### config.mk
export PLATFORM = sky130hd
export DESIGN_NAME = ictm_cycle_timer
export DESIGN_NICKNAME = d
export VERILOG_FILES = /design/src/inc/ictm_pkg.sv /design/src/hw/ictm_sync2.sv /design/src/hw/ictm_cycle_timer.sv
export SDC_FILE = /design/constraint.sdc
export NUM_CORES = 1
export LEC_CHECK = 0
export ABC_AREA = 0
export BUFFER_PORTS_ARGS = -buffer_cell sky130_fd_sc_hd__buf_4
export CAP_MARGIN = 20
export CORE_MARGIN = 2
export CORE_UTILIZATION = 36
export DETAILED_ROUTE_END_ITERATION = 12
export PLACE_DENSITY = 0.63
export SETUP_SLACK_MARGIN = 0.1
export SYNTH_ARGS = -nofsm -noshare
export SYNTH_HDL_FRONTEND = slang
export SYNTH_SLANG_ARGS = --single-unit
### constraint.sdc
create_clock -name core_clk -period 3.95 [get_ports core_clk]
set_input_delay 0.1975 -clock core_clk [delete_from_list [all_inputs] [get_ports core_clk]]
set_output_delay 0.1975 -clock core_clk [all_outputs]
set_load 0.005 [all_outputs]
### src/inc/ictm_pkg.sv
//==========================================================================
package ictm_pkg;

    //======================================================================
    // host register map (byte addresses, quadlet aligned)
    localparam logic [7:0]  ICTM_REG_CTRL       = 8'h08;
    localparam logic [7:0]  ICTM_REG_FLAGS      = 8'h0C;
    localparam logic [7:0]  ICTM_REG_CYCLE_TIME = 8'h14;
    // serial-bus register space location of the same timer
    localparam logic [11:0] ICTM_CSR_CYCLE_TIME = 12'h200;

    //======================================================================
    // control register fields
    localparam int          ICTM_CTRL_TIMER_EN  = 0;
    localparam int          ICTM_CTRL_MASTER    = 1;
    localparam int          ICTM_CTRL_TSEL      = 2;
    localparam logic [2:0]  ICTM_CTRL_RESET     = 3'h0;

    // flag register fields, write one to clear
    localparam int          ICTM_FLG_STARTED    = 0;
    localparam int          ICTM_FLG_LOST       = 1;
    localparam int          ICTM_FLG_DONE       = 2;
    localparam logic [2:0]  ICTM_FLG_RESET      = 3'h0;

    //======================================================================
    // cycle time fields
    localparam int          ICTM_OFS_LSB        = 0;
    localparam int          ICTM_OFS_W          = 12;
    localparam int          ICTM_CNT_LSB        = 12;
    localparam int          ICTM_CNT_W          = 13;
    localparam int          ICTM_SEC_LSB        = 25;
    localparam int          ICTM_SEC_W          = 7;
    localparam logic [11:0] ICTM_OFS_LAST       = 12'hBFF;  // 3072 - 1
    localparam logic [12:0] ICTM_CNT_LAST       = 13'h1F3F; // 8000 - 1
    localparam logic [31:0] ICTM_TIME_RESET     = 32'h0000_0000;

    //======================================================================
    // timing
    localparam real         ICTM_CORE_MHZ       = 200.0;
    localparam real         ICTM_SCLK_MHZ       = 49.152;
    localparam int          ICTM_SCLK_DIV       = 2;
    localparam int          ICTM_SYNC_W         = 44;

endpackage

### src/hw/ictm_sync2.sv
`timescale 1ns/10ps
//==========================================================================
// two-stage synchroniser for pin inputs
module ictm_sync2
    import ictm_pkg::*;
#(
    parameter int W = ICTM_SYNC_W
) (
    input  wire logic         core_clk,  // core clock
    input  wire logic         reset_n,   // synchronous reset
    input  wire logic         core_ce,   // clock enable
    input  wire logic [W-1:0] async_in,  // raw pin levels
    input  wire logic [W-1:0] rst_val,   // idle level of each pin
    output logic      [W-1:0] sync_out   // synchronised levels
);

    logic [W-1:0] meta_ff;

    // reset value is constant per instance, so loaded by a clocked reset
    always_ff @(posedge core_clk) begin
        if (!reset_n) begin
            meta_ff  <= rst_val;
            sync_out <= rst_val;
        end else if (core_ce) begin
            meta_ff  <= async_in;
            sync_out <= meta_ff;
        end
    end

endmodule

### src/hw/ictm_cycle_timer.sv
`timescale 1ns/10ps
//==========================================================================
// cycle timer and cycle monitor
module ictm_cycle_timer
    import ictm_pkg::*;
(
    input  wire logic        core_clk,           // 200 MHz core clock
    input  wire logic        reset_n,            // synchronous reset
    input  wire logic        core_ce,            // clock enable
    // host port pins
    input  wire logic        host_cs_n,          // access strobe
    input  wire logic        host_wr_n,          // low: write
    input  wire logic [7:0]  host_addr,          // byte address
    input  wire logic [31:0] host_data_in,       // data pins, input
    output logic      [31:0] host_data_out,      // data pins, output
    output logic             host_data_oe,       // data pins, drive
    output logic             host_ack_n,         // access complete
    // timebase pins
    input  wire logic        phy_sclk,           // 49.152 MHz phy clock
    input  wire logic        ext_cycle_tick_in,  // external 8 kHz input
    output logic             cycle_tick_out,     // one-cycle tick pulse
    // receiver side
    input  wire logic        rx_cyc_start_valid, // cycle-start received
    input  wire logic [31:0] rx_cyc_start_data,  // its timer quadlet
    input  wire logic        iso_cycle_end,      // isochronous cycle over
    input  wire logic        csr_rd_req,         // serial-bus quadlet read
    input  wire logic [11:0] csr_rd_addr,        // its register offset
    output logic             csr_rd_valid,       // read answer strobe
    output logic             csr_rd_hit,         // offset was the timer
    output logic      [31:0] csr_rd_data,        // read answer data
    // transmitter side
    output logic             tx_cyc_start_req,   // send a cycle-start
    output logic      [31:0] tx_cyc_start_data,  // its timer quadlet
    input  wire logic        tx_cyc_start_sent,  // cycle-start went out
    // status levels
    output logic             cycle_started_flag, // cycle-started flag
    output logic             cycle_lost_flag,    // cycle-lost flag
    output logic             cycle_done_flag     // cycle-done flag
);

    //======================================================================
    // synchronised pins
    logic [ICTM_SYNC_W-1:0] sync_in;
    logic [ICTM_SYNC_W-1:0] sync_idle;
    logic [ICTM_SYNC_W-1:0] sync_out;
    logic                   cs_n_s;
    logic                   wr_n_s;
    logic [7:0]             addr_s;
    logic [31:0]            wdata_s;
    logic                   sclk_s;
    logic                   ext_s;

    assign sync_in   = {host_cs_n, host_wr_n, host_addr, host_data_in,
                        phy_sclk, ext_cycle_tick_in};
    assign sync_idle = {2'h3, 8'h00, 32'h0000_0000, 2'h1};
    assign {cs_n_s, wr_n_s, addr_s, wdata_s, sclk_s, ext_s} = sync_out;

    ictm_sync2 #(
        .W        (ICTM_SYNC_W)
    ) u_sync (
        .core_clk (core_clk),
        .reset_n  (reset_n),
        .core_ce  (core_ce),
        .async_in (sync_in),
        .rst_val  (sync_idle),
        .sync_out (sync_out)
    );

    //======================================================================
    // registers
    typedef enum logic {ICTM_IDLE, ICTM_HOLD} ictm_host_e;

    ictm_host_e  host_st_ff;
    logic [2:0]  ctrl_ff;
    logic [31:0] timer_ff;
    logic [31:0] nxt_timer;
    logic        nxt_tick;
    logic        sclk_d_ff;
    logic        ext_d_ff;
    logic        div_ff;
    logic        expect_ff;
    logic        in_cycle_ff;

    logic        timer_en;
    logic        is_master;
    logic        tsel;
    logic        tick24;
    logic        ext_rise;
    logic        host_acc;
    logic        host_wr;
    logic        wr_timer;
    logic        rx_load;
    logic        started_ev;
    logic        lost_ev;
    logic        done_ev;
    logic [2:0]  flg_set;
    logic [2:0]  flg_clr;

    assign timer_en  = ctrl_ff[ICTM_CTRL_TIMER_EN];
    assign is_master = ctrl_ff[ICTM_CTRL_MASTER];
    assign tsel      = ctrl_ff[ICTM_CTRL_TSEL];

    //======================================================================
    // 24.576 MHz tick: every second rising edge of the phy clock
    always_ff @(posedge core_clk) begin
        if (!reset_n) begin
            sclk_d_ff <= 1'b0;
            ext_d_ff  <= 1'b1;
            div_ff    <= 1'b0;
        end else if (core_ce) begin
            sclk_d_ff <= sclk_s;
            ext_d_ff  <= ext_s;
            if (sclk_s && !sclk_d_ff) begin
                div_ff <= ~div_ff;
            end
        end
    end

    assign tick24   = sclk_s && !sclk_d_ff && div_ff;
    // idle-high input only ever rises when really used as timebase
    assign ext_rise = ext_s && !ext_d_ff;

    //======================================================================
    // cycle count with carry into seconds
    function automatic logic [19:0] bump_cycle(
        input logic [12:0] cnt,
        input logic [6:0]  sec
    );
        logic [19:0] res;
        res = {sec, cnt};
        if (cnt == ICTM_CNT_LAST) begin
            res[12:0]  = 13'h0000;
            res[19:13] = sec + 7'h01;
        end else begin
            res[12:0] = cnt + 13'h0001;
        end
        return res;
    endfunction

    //======================================================================
    // timer next value
    always_comb begin
        logic [11:0] ofs;
        logic [12:0] cnt;
        logic [6:0]  sec;
        ofs       = timer_ff[ICTM_OFS_LSB +: ICTM_OFS_W];
        cnt       = timer_ff[ICTM_CNT_LSB +: ICTM_CNT_W];
        sec       = timer_ff[ICTM_SEC_LSB +: ICTM_SEC_W];
        nxt_timer = timer_ff;
        nxt_tick  = 1'b0;
        if (wr_timer) begin
            nxt_timer = wdata_s;
        end else if (rx_load) begin
            nxt_timer = rx_cyc_start_data;
        end else if (timer_en) begin
            if (tsel && ext_rise) begin
                nxt_timer = {bump_cycle(cnt, sec), 12'h000};
                nxt_tick  = 1'b1;
            end else if (tick24) begin
                if (ofs == ICTM_OFS_LAST) begin
                    nxt_timer[ICTM_OFS_LSB +: ICTM_OFS_W] = 12'h000;
                    // external mode: offset wraps, only the pin advances
                    if (!tsel) begin
                        nxt_timer[31:12] = bump_cycle(cnt, sec);
                        nxt_tick         = 1'b1;
                    end
                end else begin
                    nxt_timer[ICTM_OFS_LSB +: ICTM_OFS_W] = ofs + 12'h001;
                end
            end
        end
    end

    always_ff @(posedge core_clk) begin
        if (!reset_n) begin
            timer_ff       <= ICTM_TIME_RESET;
            cycle_tick_out <= 1'b0;
        end else if (core_ce) begin
            timer_ff       <= nxt_timer;
            cycle_tick_out <= nxt_tick;
        end
    end

    //======================================================================
    // cycle-start transmit request
    always_ff @(posedge core_clk) begin
        if (!reset_n) begin
            tx_cyc_start_req  <= 1'b0;
            tx_cyc_start_data <= ICTM_TIME_RESET;
        end else if (core_ce) begin
            tx_cyc_start_req <= nxt_tick && is_master;
            if (nxt_tick && is_master) begin
                tx_cyc_start_data <= nxt_timer;
            end
        end
    end

    //======================================================================
    // cycle monitor
    assign rx_load    = rx_cyc_start_valid && !is_master;
    assign started_ev = (is_master && tx_cyc_start_sent)
                     || (!is_master && rx_cyc_start_valid);
    // a new tick while still waiting means the last start went missing
    assign lost_ev    = !is_master && nxt_tick && expect_ff
                     && !rx_cyc_start_valid;
    assign done_ev    = iso_cycle_end && in_cycle_ff;

    always_ff @(posedge core_clk) begin
        if (!reset_n) begin
            expect_ff   <= 1'b0;
            in_cycle_ff <= 1'b0;
        end else if (core_ce) begin
            if (is_master || rx_cyc_start_valid) begin
                expect_ff <= 1'b0;
            end else if (nxt_tick) begin
                expect_ff <= 1'b1;
            end
            if (started_ev) begin
                in_cycle_ff <= 1'b1;
            end else if (iso_cycle_end) begin
                in_cycle_ff <= 1'b0;
            end
        end
    end

    //======================================================================
    // host port handshake
    assign host_acc = (host_st_ff == ICTM_IDLE) && !cs_n_s;
    assign host_wr  = host_acc && !wr_n_s;
    assign wr_timer = host_wr && (addr_s == ICTM_REG_CYCLE_TIME);

    always_ff @(posedge core_clk) begin
        if (!reset_n) begin
            host_st_ff    <= ICTM_IDLE;
            host_ack_n    <= 1'b1;
            host_data_oe  <= 1'b0;
            host_data_out <= 32'h0000_0000;
        end else if (core_ce) begin
            unique case (host_st_ff)
                ICTM_IDLE: begin
                    if (!cs_n_s) begin
                        host_st_ff   <= ICTM_HOLD;
                        host_ack_n   <= 1'b0;
                        host_data_oe <= wr_n_s;
                        unique case (addr_s)
                            ICTM_REG_CTRL:
                                host_data_out <= {29'h0, ctrl_ff};
                            ICTM_REG_FLAGS:
                                host_data_out <= {29'h0, cycle_done_flag,
                                                  cycle_lost_flag,
                                                  cycle_started_flag};
                            ICTM_REG_CYCLE_TIME:
                                host_data_out <= timer_ff;
                            default:
                                host_data_out <= 32'h0000_0000;
                        endcase
                    end
                end
                ICTM_HOLD: begin
                    // hold the answer until the host drops its strobe
                    if (cs_n_s) begin
                        host_st_ff   <= ICTM_IDLE;
                        host_ack_n   <= 1'b1;
                        host_data_oe <= 1'b0;
                    end
                end
            endcase
        end
    end

    always_ff @(posedge core_clk) begin
        if (!reset_n) begin
            ctrl_ff <= ICTM_CTRL_RESET;
        end else if (core_ce && host_wr && addr_s == ICTM_REG_CTRL) begin
            ctrl_ff <= wdata_s[2:0];
        end
    end

    //======================================================================
    // sticky flags, set wins over a clear in the same cycle
    assign flg_set = {done_ev, lost_ev, started_ev};
    assign flg_clr = (host_wr && addr_s == ICTM_REG_FLAGS) ? wdata_s[2:0]
                                                           : 3'h0;

    always_ff @(posedge core_clk) begin
        if (!reset_n) begin
            {cycle_done_flag, cycle_lost_flag, cycle_started_flag}
                <= ICTM_FLG_RESET;
        end else if (core_ce) begin
            cycle_started_flag <= flg_set[ICTM_FLG_STARTED]
                || (cycle_started_flag && !flg_clr[ICTM_FLG_STARTED]);
            cycle_lost_flag    <= flg_set[ICTM_FLG_LOST]
                || (cycle_lost_flag && !flg_clr[ICTM_FLG_LOST]);
            cycle_done_flag    <= flg_set[ICTM_FLG_DONE]
                || (cycle_done_flag && !flg_clr[ICTM_FLG_DONE]);
        end
    end

    //======================================================================
    // serial-bus register space read
    always_ff @(posedge core_clk) begin
        if (!reset_n) begin
            csr_rd_valid <= 1'b0;
            csr_rd_hit   <= 1'b0;
            csr_rd_data  <= 32'h0000_0000;
        end else if (core_ce) begin
            csr_rd_valid <= csr_rd_req;
            csr_rd_hit   <= csr_rd_req
                         && (csr_rd_addr == ICTM_CSR_CYCLE_TIME);
            if (csr_rd_req) begin
                csr_rd_data <= (csr_rd_addr == ICTM_CSR_CYCLE_TIME)
                             ? timer_ff : 32'h0000_0000;
            end
        end
    end

endmodule

### Word-level counts from Yosys, hierarchy flattened

Cells that the tools add are included.

* register bits after elaboration: 234
* latch bits: 0
* bits in writable memories: 0
* bits in read-only memories: 0
* word-level logic and storage cells: 111
* memories kept: 0

* add/subtract/negate cells: 3
* multipliers: 0
* div/mod/pow operators: 0
* $lt $le $gt $ge: 0
* equal/unequal tests: 8
* shifts and indexed selects: 0
* multiplexer cells: 31
* bitwise gates (word level): 3
* reduce and logical (&&, ||, !) cells: 44

Operators by type and width (count)
* $mux W32: 6
* $pmux W32 S3: 1
* $mux W20: 2
* $logic_and A1 B1 Y1: 21
* $eq A8 B4 Y1 const B: 2
* $mux W1: 16
* $add A13 B1 Y13 const B: 1
* $eq A13 B13 Y1 const B: 1
* $mux W13: 1
* $add A12 B1 Y12 const B: 1
* $eq A12 B10 Y1 const B: 1
* $eq A12 B12 Y1 const B: 1
* $mux W12: 1
* $reduce_and A2 Y1: 5
* $logic_not A1 Y1: 9
* $eq A8 B5 Y1 const B: 1
* $add A7 B1 Y7 const B: 1
* $mux W7: 1
* $reduce_and A3 Y1: 2
* $logic_or A1 B1 Y1: 5
* $pmux W1 S2: 2
* $reduce_bool A2 Y1: 2
* $mux W3: 1
* $not A1 Y1: 3
* 2 further kinds: 2

### Depth between registers and ports, before layout

Gate-level depths: netlist of run 1.

* depth after elaboration: 12
* depth in mapped cells: 10

### Modules after synthesis

A second synthesis of run 1 with hierarchy kept.

* cells, all modules: 1048
* area total of the unflattened synthesis: 10644.0 µm²

Modules (own cells, without submodules)
* ictm_cycle_timer: instances 1, cells each 861, area an instance 6901.6 µm², seq. area each 2922.8 µm²
* ictm_sync2: instances 1, cells each 187, area an instance 3742.3 µm², seq. area each 2642.5 µm²

### Worst setup path before layout of run 1

OpenSTA, ideal clock, no wires.

* path kind: reg2reg
* start point: reg timer_ff[0]
* end point: reg tx_cyc_start_data[10]
* arrival: 2.260 ns
* slack: 1.574 ns
* stages on the path, launching flop included: 9
* path buffers: 2
* cells stage by stage: dfxtp_1 > ha_1 > nand4b_1 > nor4_4 > o21ai_4 > or3_1 > buf_2 > buf_6 > and3_1

* word-level cells in the longest chain between the ends: 9
* elaborated cells on any way between the ends: 16
* classes of those cells: add/sub: 1; eq/ne: 1; mux: 12; reduce/logical: 2

RTL lines
* start: declaration: line ictm_cycle_timer.sv:75 `logic [31:0] timer_ff;`
* start signal: assignment: line ictm_cycle_timer.sv:179 `timer_ff <= nxt_timer;`
* branches (longest 9 deep; another with $add A12 B1 Y12)
* end signal: assignment: line ictm_cycle_timer.sv:193 `tx_cyc_start_data <= nxt_timer;`
* end: declaration: line ictm_cycle_timer.sv:33 `output logic [31:0] tx_cyc_start_data,`

Parallel ways; which one is timed is not known.
A chain may end at the register's enable or synchronous reset.

### Worst setup path in the final report of run 1

* start point: reg timer_ff[0]
* end point: reg tx_cyc_start_data[16]

* word-level cells in the longest chain between the ends: 9
* elaborated cells on any way between the ends: 15
* classes of those cells: eq/ne: 1; mux: 12; reduce/logical: 2

RTL lines
* $eq A12 B12 Y1 (*): line ictm_cycle_timer.sv:160 `if (ofs == ICTM_OFS_LAST) begin`
* $mux W1: line ictm_cycle_timer.sv:160
* $mux W1: line ictm_cycle_timer.sv:159 `end else if (tick24) begin`
* $mux W1: line ictm_cycle_timer.sv:156 `if (tsel && ext_rise) begin`
* $mux W1: line ictm_cycle_timer.sv:155 `end else if (timer_en) begin`
* $mux W1: line ictm_cycle_timer.sv:153 `end else if (rx_load) begin`
* $mux W1: line ictm_cycle_timer.sv:151 `if (wr_timer) begin`
* $logic_and A1 B1 Y1: line ictm_cycle_timer.sv:192 `if (nxt_tick && is_master) begin`
* $reduce_and A2 Y1 (no source line)

Every way passes the cells marked *; elsewhere a longest branch is shown, timed or not.

==> flow_metrics.env, run 1 <==
export IMPL_antenna_cells=0
export IMPL_synth_seq_area_share_pct=46.92
export IMPL_grt_first_pass_wirelength_um=48630
export IMPL_vias=9192
export IMPL_final_cell_mix="234 x dfxtp_1, 218 x buf_4, 165 x nor2_1"
export IMPL_drive_above_1_share_pct=20.44
export IMPL_cpMostUsedCell="buf_4"
export IMPL_synth_top_area_cell="dfxtp_1"
export IMPL_yosys_warnings=0
export IMPL_fin_area_um2=13060
export IMPL_die_area_um2=29080
export IMPL_antenna_found_initial=0
export IMPL_track_usage_pct=21.01
export IMPL_critical_path_class="flip-flop to flip-flop"
export IMPL_hold_path_class="input pin to flip-flop"
export IMPL_rsz0062_at_grt="no"
export IMPL_required_ns=4.40
export IMPL_ir_drop_v=0.0002830
export IMPL_dp_slack_ns=1.011
export IMPL_postSynthCellCount=1151
export IMPL_overflow=0
export IMPL_place_congestion=0.8958
export IMPL_cp_end_kind="flip-flop"
export IMPL_initial_core_util_pct=36.84
export IMPL_drv_slew=0
export IMPL_final_nets=1445
export IMPL_yosys_area_top_type_share_pct=46.92
export IMPL_fmax_ghz=0.3391
export IMPL_cts_sinks=234
export IMPL_die_h_um=170.5
export IMPL_grt_pass1_vias=8492
export IMPL_drtIter0Drc=759
export IMPL_die_w_um=170.5
export IMPL_leakage_nw=5.439
export IMPL_rows=60
export IMPL_ctsResizeCount=0
export IMPL_max_cap_violations=0
export IMPL_max_slew_margin_pct=36.51
export IMPL_async_flop_share_pct=0
export IMPL_numCtsBuffers=26
export IMPL_final_common_cell="dfxtp_1"
export IMPL_detail_route_antenna_nets=0
export IMPL_cp_arrival_ns=3.40
export IMPL_wl_per_cell_um=18.16
export IMPL_ys_ff_latch=234
export IMPL_path_cells="ha_1 -> nand4b_1 -> nor4_4 -> buf_4 -> o21ai_4 -> nor3_4 -> buf_4 -> o21ai_0 -> a31oi_1"
export IMPL_synth_edf_count=0
export IMPL_coreArea_um2=27100
export IMPL_fin_crit_sh_pct=74.65
export IMPL_p_total_w=0.005400
export IMPL_clock_skew_ns=0.007690
export IMPL_htreeDepth=1
export IMPL_synth_area_top_cells="dfxtp_1 47%, mux2i_1 9.5%, nor2_1 6.2%"
export IMPL_place_hpwl_um=21920
export IMPL_syn_area_per_cell_um2=8.675
export IMPL_cts_root_buf="clkbuf_16"
export IMPL_cts_tree="done"
export IMPL_clk_pin_slew_ns=0.06
export IMPL_max_stage_delay_ns=0.52
export IMPL_synth_area_um2=9985
export IMPL_io_pins=200
export IMPL_setup_ws_ns=1.001
export IMPL_cts_buffer_depth=3
export IMPL_syn_num_nets=1250
export IMPL_remaining_drc_errors=0
export IMPL_period_needed_ns=2.949
export IMPL_port_buffer_count=199
export IMPL_grt_max_degree=115
export IMPL_hold_viol=0
export IMPL_p_per_area_nw_per_um2=413.4
export IMPL_crit_path_max_fanout=17
export IMPL_dr_pass1_iters=5
export IMPL_status="complete, no violations"
export IMPL_vias_per_cell=5.292
export IMPL_synthFlopType="dfxtp_1"
export IMPL_placed_cell_area_um2=11730
export IMPL_clock_latency_ns=0.53
export IMPL_setup_viol=0
export IMPL_worstMarginPinSlew_ns=0.9524
export IMPL_finalSetupTns_ns=0
export IMPL_worst_r2r_setup_slack_ns=1.00
export IMPL_startpoint_type="flip-flop"
export IMPL_slowest_stage="nor3_4"
export IMPL_synth_cell_types=72
export IMPL_routed_wl_um=31550
export IMPL_nFillCells=2592
export IMPL_syn_to_final_growth_pct=30.81
==> worst paths after layout <==
check,start,end,cells after the start
worst max-delay path,timer_ff[0]$_SDFFE_PN0P_,tx_cyc_start_data[16]$_SDFFE_PN0P_,9
worst min-delay path,rx_cyc_start_data[6],timer_ff[6]$_SDFFE_PN0P_,3
worst max register to register,timer_ff[0]$_SDFFE_PN0P_,tx_cyc_start_data[16]$_SDFFE_PN0P_,9
worst min register to register,host_data_out[5]$_SDFFE_PN0P_,host_data_out[5]$_SDFFE_PN0P_,2
==> power by group <==
group / internal [W] / total (W) / switching (W)
sequential: 0.00243 / 0.00253 / 0.0000959
clock: 0.00147 / 0.00245 / 0.000972
combinational: 0.000208 / 0.000427 / 0.000219
==> per-layer routing <==
layer	wire, µm	track usage [%]
met5	0	0
met4	447	4.682
met3	2512	4.141
met2	13090	30.42
met1	15500	31.90
==> cell families after synthesis <==
kind of cell | count (synthesis) | synth area share, %
muxes | 97 | 9.749
AOI/OAI and AO/OA | 253 | 16.20
DFF | 234 | 46.92
and+or+nand+nor | 441 | 21.10
buffers and inverters | 109 | 4.386
xor gates and xnor gates | 13 | 1.140
adders and majority gates | 4 | 0.5013
==> cell type report <==
class | instances | area (µm²) | share of cell area, %
clock inverter | 9 | 106.4 | 0.8143
clock buffer | 38 | 767.0 | 5.872
sequential | 234 | 4684 | 35.87
timing repair buffer | 266 | 2128 | 16.29
multi-input combinational | 808 | 4870 | 37.28
inverter | 10 | 40.04 | 0.3065
tap | 372 | 465.4 | 3.564
==> registers in the layout (all words and copies together), names as in the netlist <==
name                flops
csr_rd_data            32
csr_rd_hit              1
csr_rd_valid            1
ctrl_ff                 3
cycle_done_flag         1
cycle_lost_flag         1
cycle_started_flag      1
cycle_tick_out          1
div_ff                  1
expect_ff               1
ext_d_ff                1
host_ack_n              1
host_data_oe            1
host_data_out          32
host_st_ff              1
in_cycle_ff             1
sclk_d_ff               1
timer_ff               32
tx_cyc_start_data      32
tx_cyc_start_req        1
u_sync.meta_ff         44
u_sync.sync_out        44
==> critical path, delay by kind of cell (launching register included) <==
kind                     cells  cell delay [ns]
AO/OA/AOI/OAI                3             0.46
adder cells (fa/ha/maj)      1             0.25
buffers and inverters        2             0.56
AND/OR/NAND/NOR              3             1.12
flip-flops                   1             0.47
==> cells in the mapped netlist, types with 3 or more instances <==
cell type and number:
nor3_1 26, xor2_1 7, nand4_1 7, and3b_1 3, a211oi_1 3, a311oi_1 4, or3_1 10, a22oi_1 32
buf_2 17, a221o_1 5, or4_1 7, nand4b_1 4, buf_1 15, nand2_1 103, a21o_1 6, nand3_1 54
nor4_1 12, nor2_1 166, ha_1 4, nor3b_1 4, clkbuf_1 66, a31oi_1 13, nand3b_1 3, o21a_1 5
o31ai_1 4, a22o_1 3, nor2b_1 3, o211ai_1 9, and3_1 20, inv_1 8, a221oi_1 4, o2111ai_1 4
mux2i_1 95, a21oi_1 72, xnor2_1 6, dfxtp_1 234, nand2b_1 6, o21ai_0 64
==> repair_timing <==
| item | CTS | global route |
|---|---|---|
| hold endpoints to repair | 47 | 0 |
| setup endpoints to repair | 0 | 0 |
| hold buffers | 46 | 0 |
| buffers inserted | 0 | 0 |
==> stage by stage <==
stage	std cells	hold WS, ns	util (%)
6_report	1737	0.03975	48.19
5_1_grt	1737	0.03078	48.19
4_1_cts	1737	0.02782	48.19
3_5_place_dp	1644	0.4189	43.27
3_3_place_gp	1644	0.4146	43.27
2_1_floorplan	1151	0.3259	-
No activity file was read; power rests on OpenSTA's default activity.
==> run 2, diff against run 1 <==
--- a/config.mk
+++ b/config.mk
@@ -11,7 +11,7 @@
 export CORE_MARGIN = 2
 export CORE_UTILIZATION = 36
 export DETAILED_ROUTE_END_ITERATION = 12
-export PLACE_DENSITY = 0.63
+export PLACE_DENSITY = 0.65
 export SETUP_SLACK_MARGIN = 0.1
 export SYNTH_ARGS = -nofsm -noshare
 export SYNTH_HDL_FRONTEND = slang
==> constraint.sdc (replaced) <==
create_clock -name core_clk -period 2.7 [get_ports core_clk]
set_input_delay 0.135 -clock core_clk [delete_from_list [all_inputs] [get_ports core_clk]]
set_output_delay 0.135 -clock core_clk [all_outputs]
set_load 0.005 [all_outputs]
==> flow_metrics.env, run 2 (synthesis gave the netlist of run 1 again) <==
export IMPL_final_common_cell="buf_4"
export IMPL_fin_crit_sh_pct=89.03
export IMPL_finalSetupTns_ns=0
export IMPL_critical_path_class="flip-flop to flip-flop"
export IMPL_drv_slew=0
export IMPL_grt_max_degree=179
export IMPL_clock_skew_ns=0.009414
export IMPL_antenna_found_initial=1
export IMPL_hold_viol=0
export IMPL_clk_pin_slew_ns=0.06
export IMPL_leakage_nw=5.586
export IMPL_p_total_w=0.007707
export IMPL_worstMarginPinSlew_ns=0.7891
export IMPL_hold_path_class="input pin to flip-flop"
export IMPL_nFillCells=2599
export IMPL_drtIter0Drc=780
export IMPL_drive_above_1_share_pct=21.77
export IMPL_place_inst=1671
export IMPL_period_needed_ns=2.404
export IMPL_remaining_drc_errors=0
export IMPL_p_per_area_nw_per_um2=578.8
export IMPL_routed_wl_um=31570
export IMPL_rows=60
export IMPL_detail_route_antenna_nets=0
export IMPL_place_hpwl_um=22160
export IMPL_max_slew_margin_pct=47.39
export IMPL_grt_first_pass_wirelength_um=49080
export IMPL_fin_area_um2=13320
export IMPL_numCtsBuffers=26
export IMPL_clock_latency_ns=0.53
export IMPL_initial_core_util_pct=36.84
export IMPL_cp_end_kind="flip-flop"
export IMPL_multi_input_area_um2=4870
export IMPL_top_regs="u_sync.meta_ff: 44 flops, u_sync.sync_out: 44 flops"
export IMPL_setup_viol=0
export IMPL_coreArea_um2=27100
export IMPL_cp_arrival_ns=2.83
export IMPL_cts_tree="done"
export IMPL_status="complete, no violations"
export IMPL_final_util_pct=49.13
export IMPL_rsz0062_at_grt="no"
export IMPL_die_h_um=170.5
export IMPL_fmax_ghz=0.4160
export IMPL_vias=9358
export IMPL_max_cap_violations=0
export IMPL_io_pins=200
export IMPL_seqCellArea_um2=4687
export IMPL_placed_cell_area_um2=11940
export IMPL_die_w_um=170.5
export IMPL_final_nets=1483
export IMPL_place_congestion=0.9331
export IMPL_cts_root_buf="clkbuf_16"
export IMPL_cts_buffer_depth=3
export IMPL_crit_path_max_fanout=9
export IMPL_stdcell_count=1774
export IMPL_dr_pass1_iters=6
export IMPL_wl_per_cell_um=17.79
export IMPL_port_buffer_count=199
export IMPL_required_ns=3.13
export IMPL_overflow=0
export IMPL_final_cell_mix="245 x buf_4, 232 x dfxtp_1, 165 x nor2_1"
export IMPL_startpoint_type="flip-flop"
export IMPL_cts_sinks=234
export IMPL_ir_drop_v=0.0002978
export IMPL_grt_pass1_vias=8789
export IMPL_syn_to_final_growth_pct=33.36
export IMPL_htreeDepth=1
export IMPL_vias_per_cell=5.275
export IMPL_track_usage_pct=21.15
export IMPL_die_area_um2=29080
run 2: metrics by stage:
stage	worst slack (ns)	hold WS [ns]
floorplan	0.3244	0.2634
global placement	0.2610	0.3523
detailed placement	0.2213	0.3552
CTS	0.1978	0.0009626
global route	0.1145	0.03826
finish	0.2962	0.02491
run 2: worst max-delay path: stages, from the launching register on:
cell	delay [ns]
dfxtp_1	0.46
ha_1	0.26
nand4b_1	0.20
nor4_4	0.18
buf_4	0.19
o21ai_4	0.07
nor3_4	0.40
buf_4	0.24
nor2_1	0.05
a311oi_1	0.25
run 2: path summary, 6_finish.rpt:
check                                  endpoint  cells past startpoint  slack (ns)                            from
max          tx_cyc_start_data[19]$_SDFFE_PN0P_                      9        0.30        timer_ff[0]$_SDFFE_PN0P_
min                   timer_ff[10]$_SDFFE_PN0P_                      3        0.02                         core_ce
max reg2reg  tx_cyc_start_data[19]$_SDFFE_PN0P_                      9        0.30        timer_ff[0]$_SDFFE_PN0P_
min reg2reg      host_data_out[17]$_SDFFE_PN0P_                      2        0.45  host_data_out[17]$_SDFFE_PN0P_
run 2: final cells by class:
type,instances,area share [%]
clock inverters,6,0.2913
flip-flops and latches,234,35.20
multi-input cells,808,36.57
clock buffers,39,5.713
diodes,1,0.01879
repair buffers,304,18.41
inverters,10,0.3007
well taps,372,3.496
run 2: where the power goes:
group	switching, W	leakage, nW	internal (W)
clock network	0.00141	0.387	0.00194
registers	0.000105	1.91	0.00356
logic	0.000360	3.29	0.000334
run 2: per-layer routing:
layer | track usage, % | share of wire [%]
met2 | 31.91 | 43
met3 | 3.539 | 6.8
met5 | 0 | 0
met1 | 31.28 | 49
met4 | 5.091 | 1.5
run 2: repair_timing:
item,in CTS,in global routing
setup buffers,0,1
hold endpoints to repair,59,0
hold buffers,56,0
resized for setup,0,2
setup endpoints to repair,0,23
==> run 3, diff against run 2 <==
--- a/config.mk
+++ b/config.mk
@@ -8,10 +8,12 @@
 export ABC_AREA = 0
 export BUFFER_PORTS_ARGS = -buffer_cell sky130_fd_sc_hd__buf_4
 export CAP_MARGIN = 20
+export CELL_PAD_IN_SITES_DETAIL_PLACEMENT = 1
+export CELL_PAD_IN_SITES_GLOBAL_PLACEMENT = 2
 export CORE_MARGIN = 2
-export CORE_UTILIZATION = 36
+export CORE_UTILIZATION = 29
 export DETAILED_ROUTE_END_ITERATION = 12
-export PLACE_DENSITY = 0.65
+export PLACE_DENSITY = 0.82
 export SETUP_SLACK_MARGIN = 0.1
 export SYNTH_ARGS = -nofsm -noshare
 export SYNTH_HDL_FRONTEND = slang
==> flow_metrics.env, run 3 (synthesis gave the netlist of run 1 again) <==
export IMPL_io_pins=200
export IMPL_htreeDepth=1
export IMPL_dr_pass1_iters=5
export IMPL_grt_first_pass_wirelength_um=56010
export IMPL_cp_arrival_ns=2.92
export IMPL_die_area_um2=35930
export IMPL_syn_to_final_growth_pct=35.81
export IMPL_max_stage_delay_ns=0.48
export IMPL_overflow=0
export IMPL_dp_slack_ns=0.07724
export IMPL_cts_setup_buffers=0
export IMPL_required_ns=3.19
export IMPL_wl_per_cell_um=19.46
export IMPL_fmax_ghz=0.4107
export IMPL_die_h_um=189.6
export IMPL_cts_buffer_depth=3
export IMPL_finalSetupTns_ns=0
export IMPL_leakage_nw=5.663
export IMPL_vias=9566
export IMPL_top_regs="u_sync.meta_ff: 44 flops, u_sync.sync_out: 44 flops"
export IMPL_final_util_pct=40.24
export IMPL_worst_r2r_setup_slack_ns=0.27
export IMPL_critical_path_class="flip-flop to flip-flop"
export IMPL_final_cell_mix="241 x buf_4, 231 x dfxtp_1, 165 x nor2_1"
export IMPL_die_w_um=189.6
export IMPL_slowest_stage="or4_1"
export IMPL_numCtsBuffers=28
export IMPL_antenna_cells=0
export IMPL_vias_per_cell=5.165
export IMPL_grt_pass1_vias=9530
export IMPL_hold_viol=0
export IMPL_worstMarginPinSlew_ns=0.7961
export IMPL_hold_path_class="input pin to flip-flop"
export IMPL_final_nets=1485
export IMPL_antenna_found_initial=0
export IMPL_cp_end_kind="flip-flop"
export IMPL_cts_root_buf="clkbuf_16"
export IMPL_drive_above_1_share_pct=22.51
export IMPL_cts_tree="done"
export IMPL_rows=67
export IMPL_period_needed_ns=2.435
export IMPL_place_hpwl_um=25750
export IMPL_drv_slew=0
export IMPL_clock_skew_ns=0.02471
export IMPL_track_usage_pct=19.61
export IMPL_max_cap_violations=0
export IMPL_setup_ws_ns=0.2652
export IMPL_fin_crit_sh_pct=90.18
export IMPL_setup_viol=0
export IMPL_startpoint_type="flip-flop"
export IMPL_place_congestion=0.8855
export IMPL_clk_pin_slew_ns=0.06
export IMPL_max_slew_margin_pct=46.92
export IMPL_final_common_cell="buf_4"
export IMPL_cpMostUsedCell="buf_4"
export IMPL_remaining_drc_errors=0
export IMPL_ir_drop_v=0.0003924
export IMPL_grt_max_degree=82
export IMPL_drtIter0Drc=632
export IMPL_cts_sinks=234
export IMPL_rsz0062_at_grt="no"
export IMPL_clock_latency_ns=0.57
export IMPL_detail_route_antenna_nets=0
export IMPL_path_cells="ha_1 -> nand4b_1 -> nor4_4 -> buf_4 -> o211ai_2 -> buf_4 -> nand2_1 -> or4_1 -> a31oi_1"
export IMPL_initial_core_util_pct=29.63
export IMPL_routed_wl_um=36030
export IMPL_crit_path_max_fanout=10
export IMPL_status="complete, no violations"
export IMPL_coreArea_um2=33700
export IMPL_port_buffer_count=199
export IMPL_p_per_area_nw_per_um2=598.0
run 3: path summary, 6_finish.rpt:
path / start / end / depth (start not counted)
worst min register to register: host_data_out[7]$_SDFFE_PN0P_ / host_data_out[7]$_SDFFE_PN0P_ / 2
worst max register to register: timer_ff[0]$_SDFFE_PN0P_ / timer_ff[22]$_SDFFE_PN0P_ / 9
worst min-delay path: rx_cyc_start_data[13] / timer_ff[13]$_SDFFE_PN0P_ / 3
worst max-delay path: timer_ff[0]$_SDFFE_PN0P_ / timer_ff[22]$_SDFFE_PN0P_ / 9
run 3: critical path: cells and delay by family (launching register included):
kind,cells,cell delay [ns]
AO/OA/AOI/OAI,2,0.52
adder cells (fa/ha/maj),1,0.25
buffers and inverters,2,0.41
flip-flops,1,0.36
AND/OR/NAND/NOR,4,0.83
run 3: routing by layer:
metal,vias up,global-route usage [%],wire length [µm]
met4,0,4.293,622
met1,4690,29.09,17870
met5,-,0,0
met3,50,3.173,2098
li1,4574,-,-
met2,252,29.77,15440
run 3: timing repair:
action	in CTS	in global routing
setup endpoints to repair	0	32
hold buffers	56	0
endpoints found under the hold margin	65	0
resized for setup	0	8
run 3: per-stage QoR:
step	std cells	instance area [µm²]	hold WS (ns)	power, W
6_report	1852	13560	0.01810	0.008109
4_1_cts	1852	13530	0.006297	0.008184
5_1_grt	1852	13560	0.02836	0.008440
3_3_place_gp	1748	12070	0.3532	0.004377
2_1_floorplan	1151	9985	0.2634	0.004069
3_5_place_dp	1748	12070	0.3591	0.004393
run 3: cell type report:
class,instances,area (µm²)
Clock buffer,39,812.0
Clock inverter,9,90.09
Fill cell,3963,20140
Inverter,10,40.04
Multi-Input combinational cell,808,4886
Sequential cell,234,4688
Tap cell,448,560.5
Timing Repair Buffer,304,2484
run 3: power breakdown:
part           leakage [nW]  internal [W]  switching [W]
registers              1.91       0.00356       0.000104
logic                  3.32      0.000339       0.000382
clock network         0.442       0.00218        0.00155
total                  5.66       0.00608        0.00203
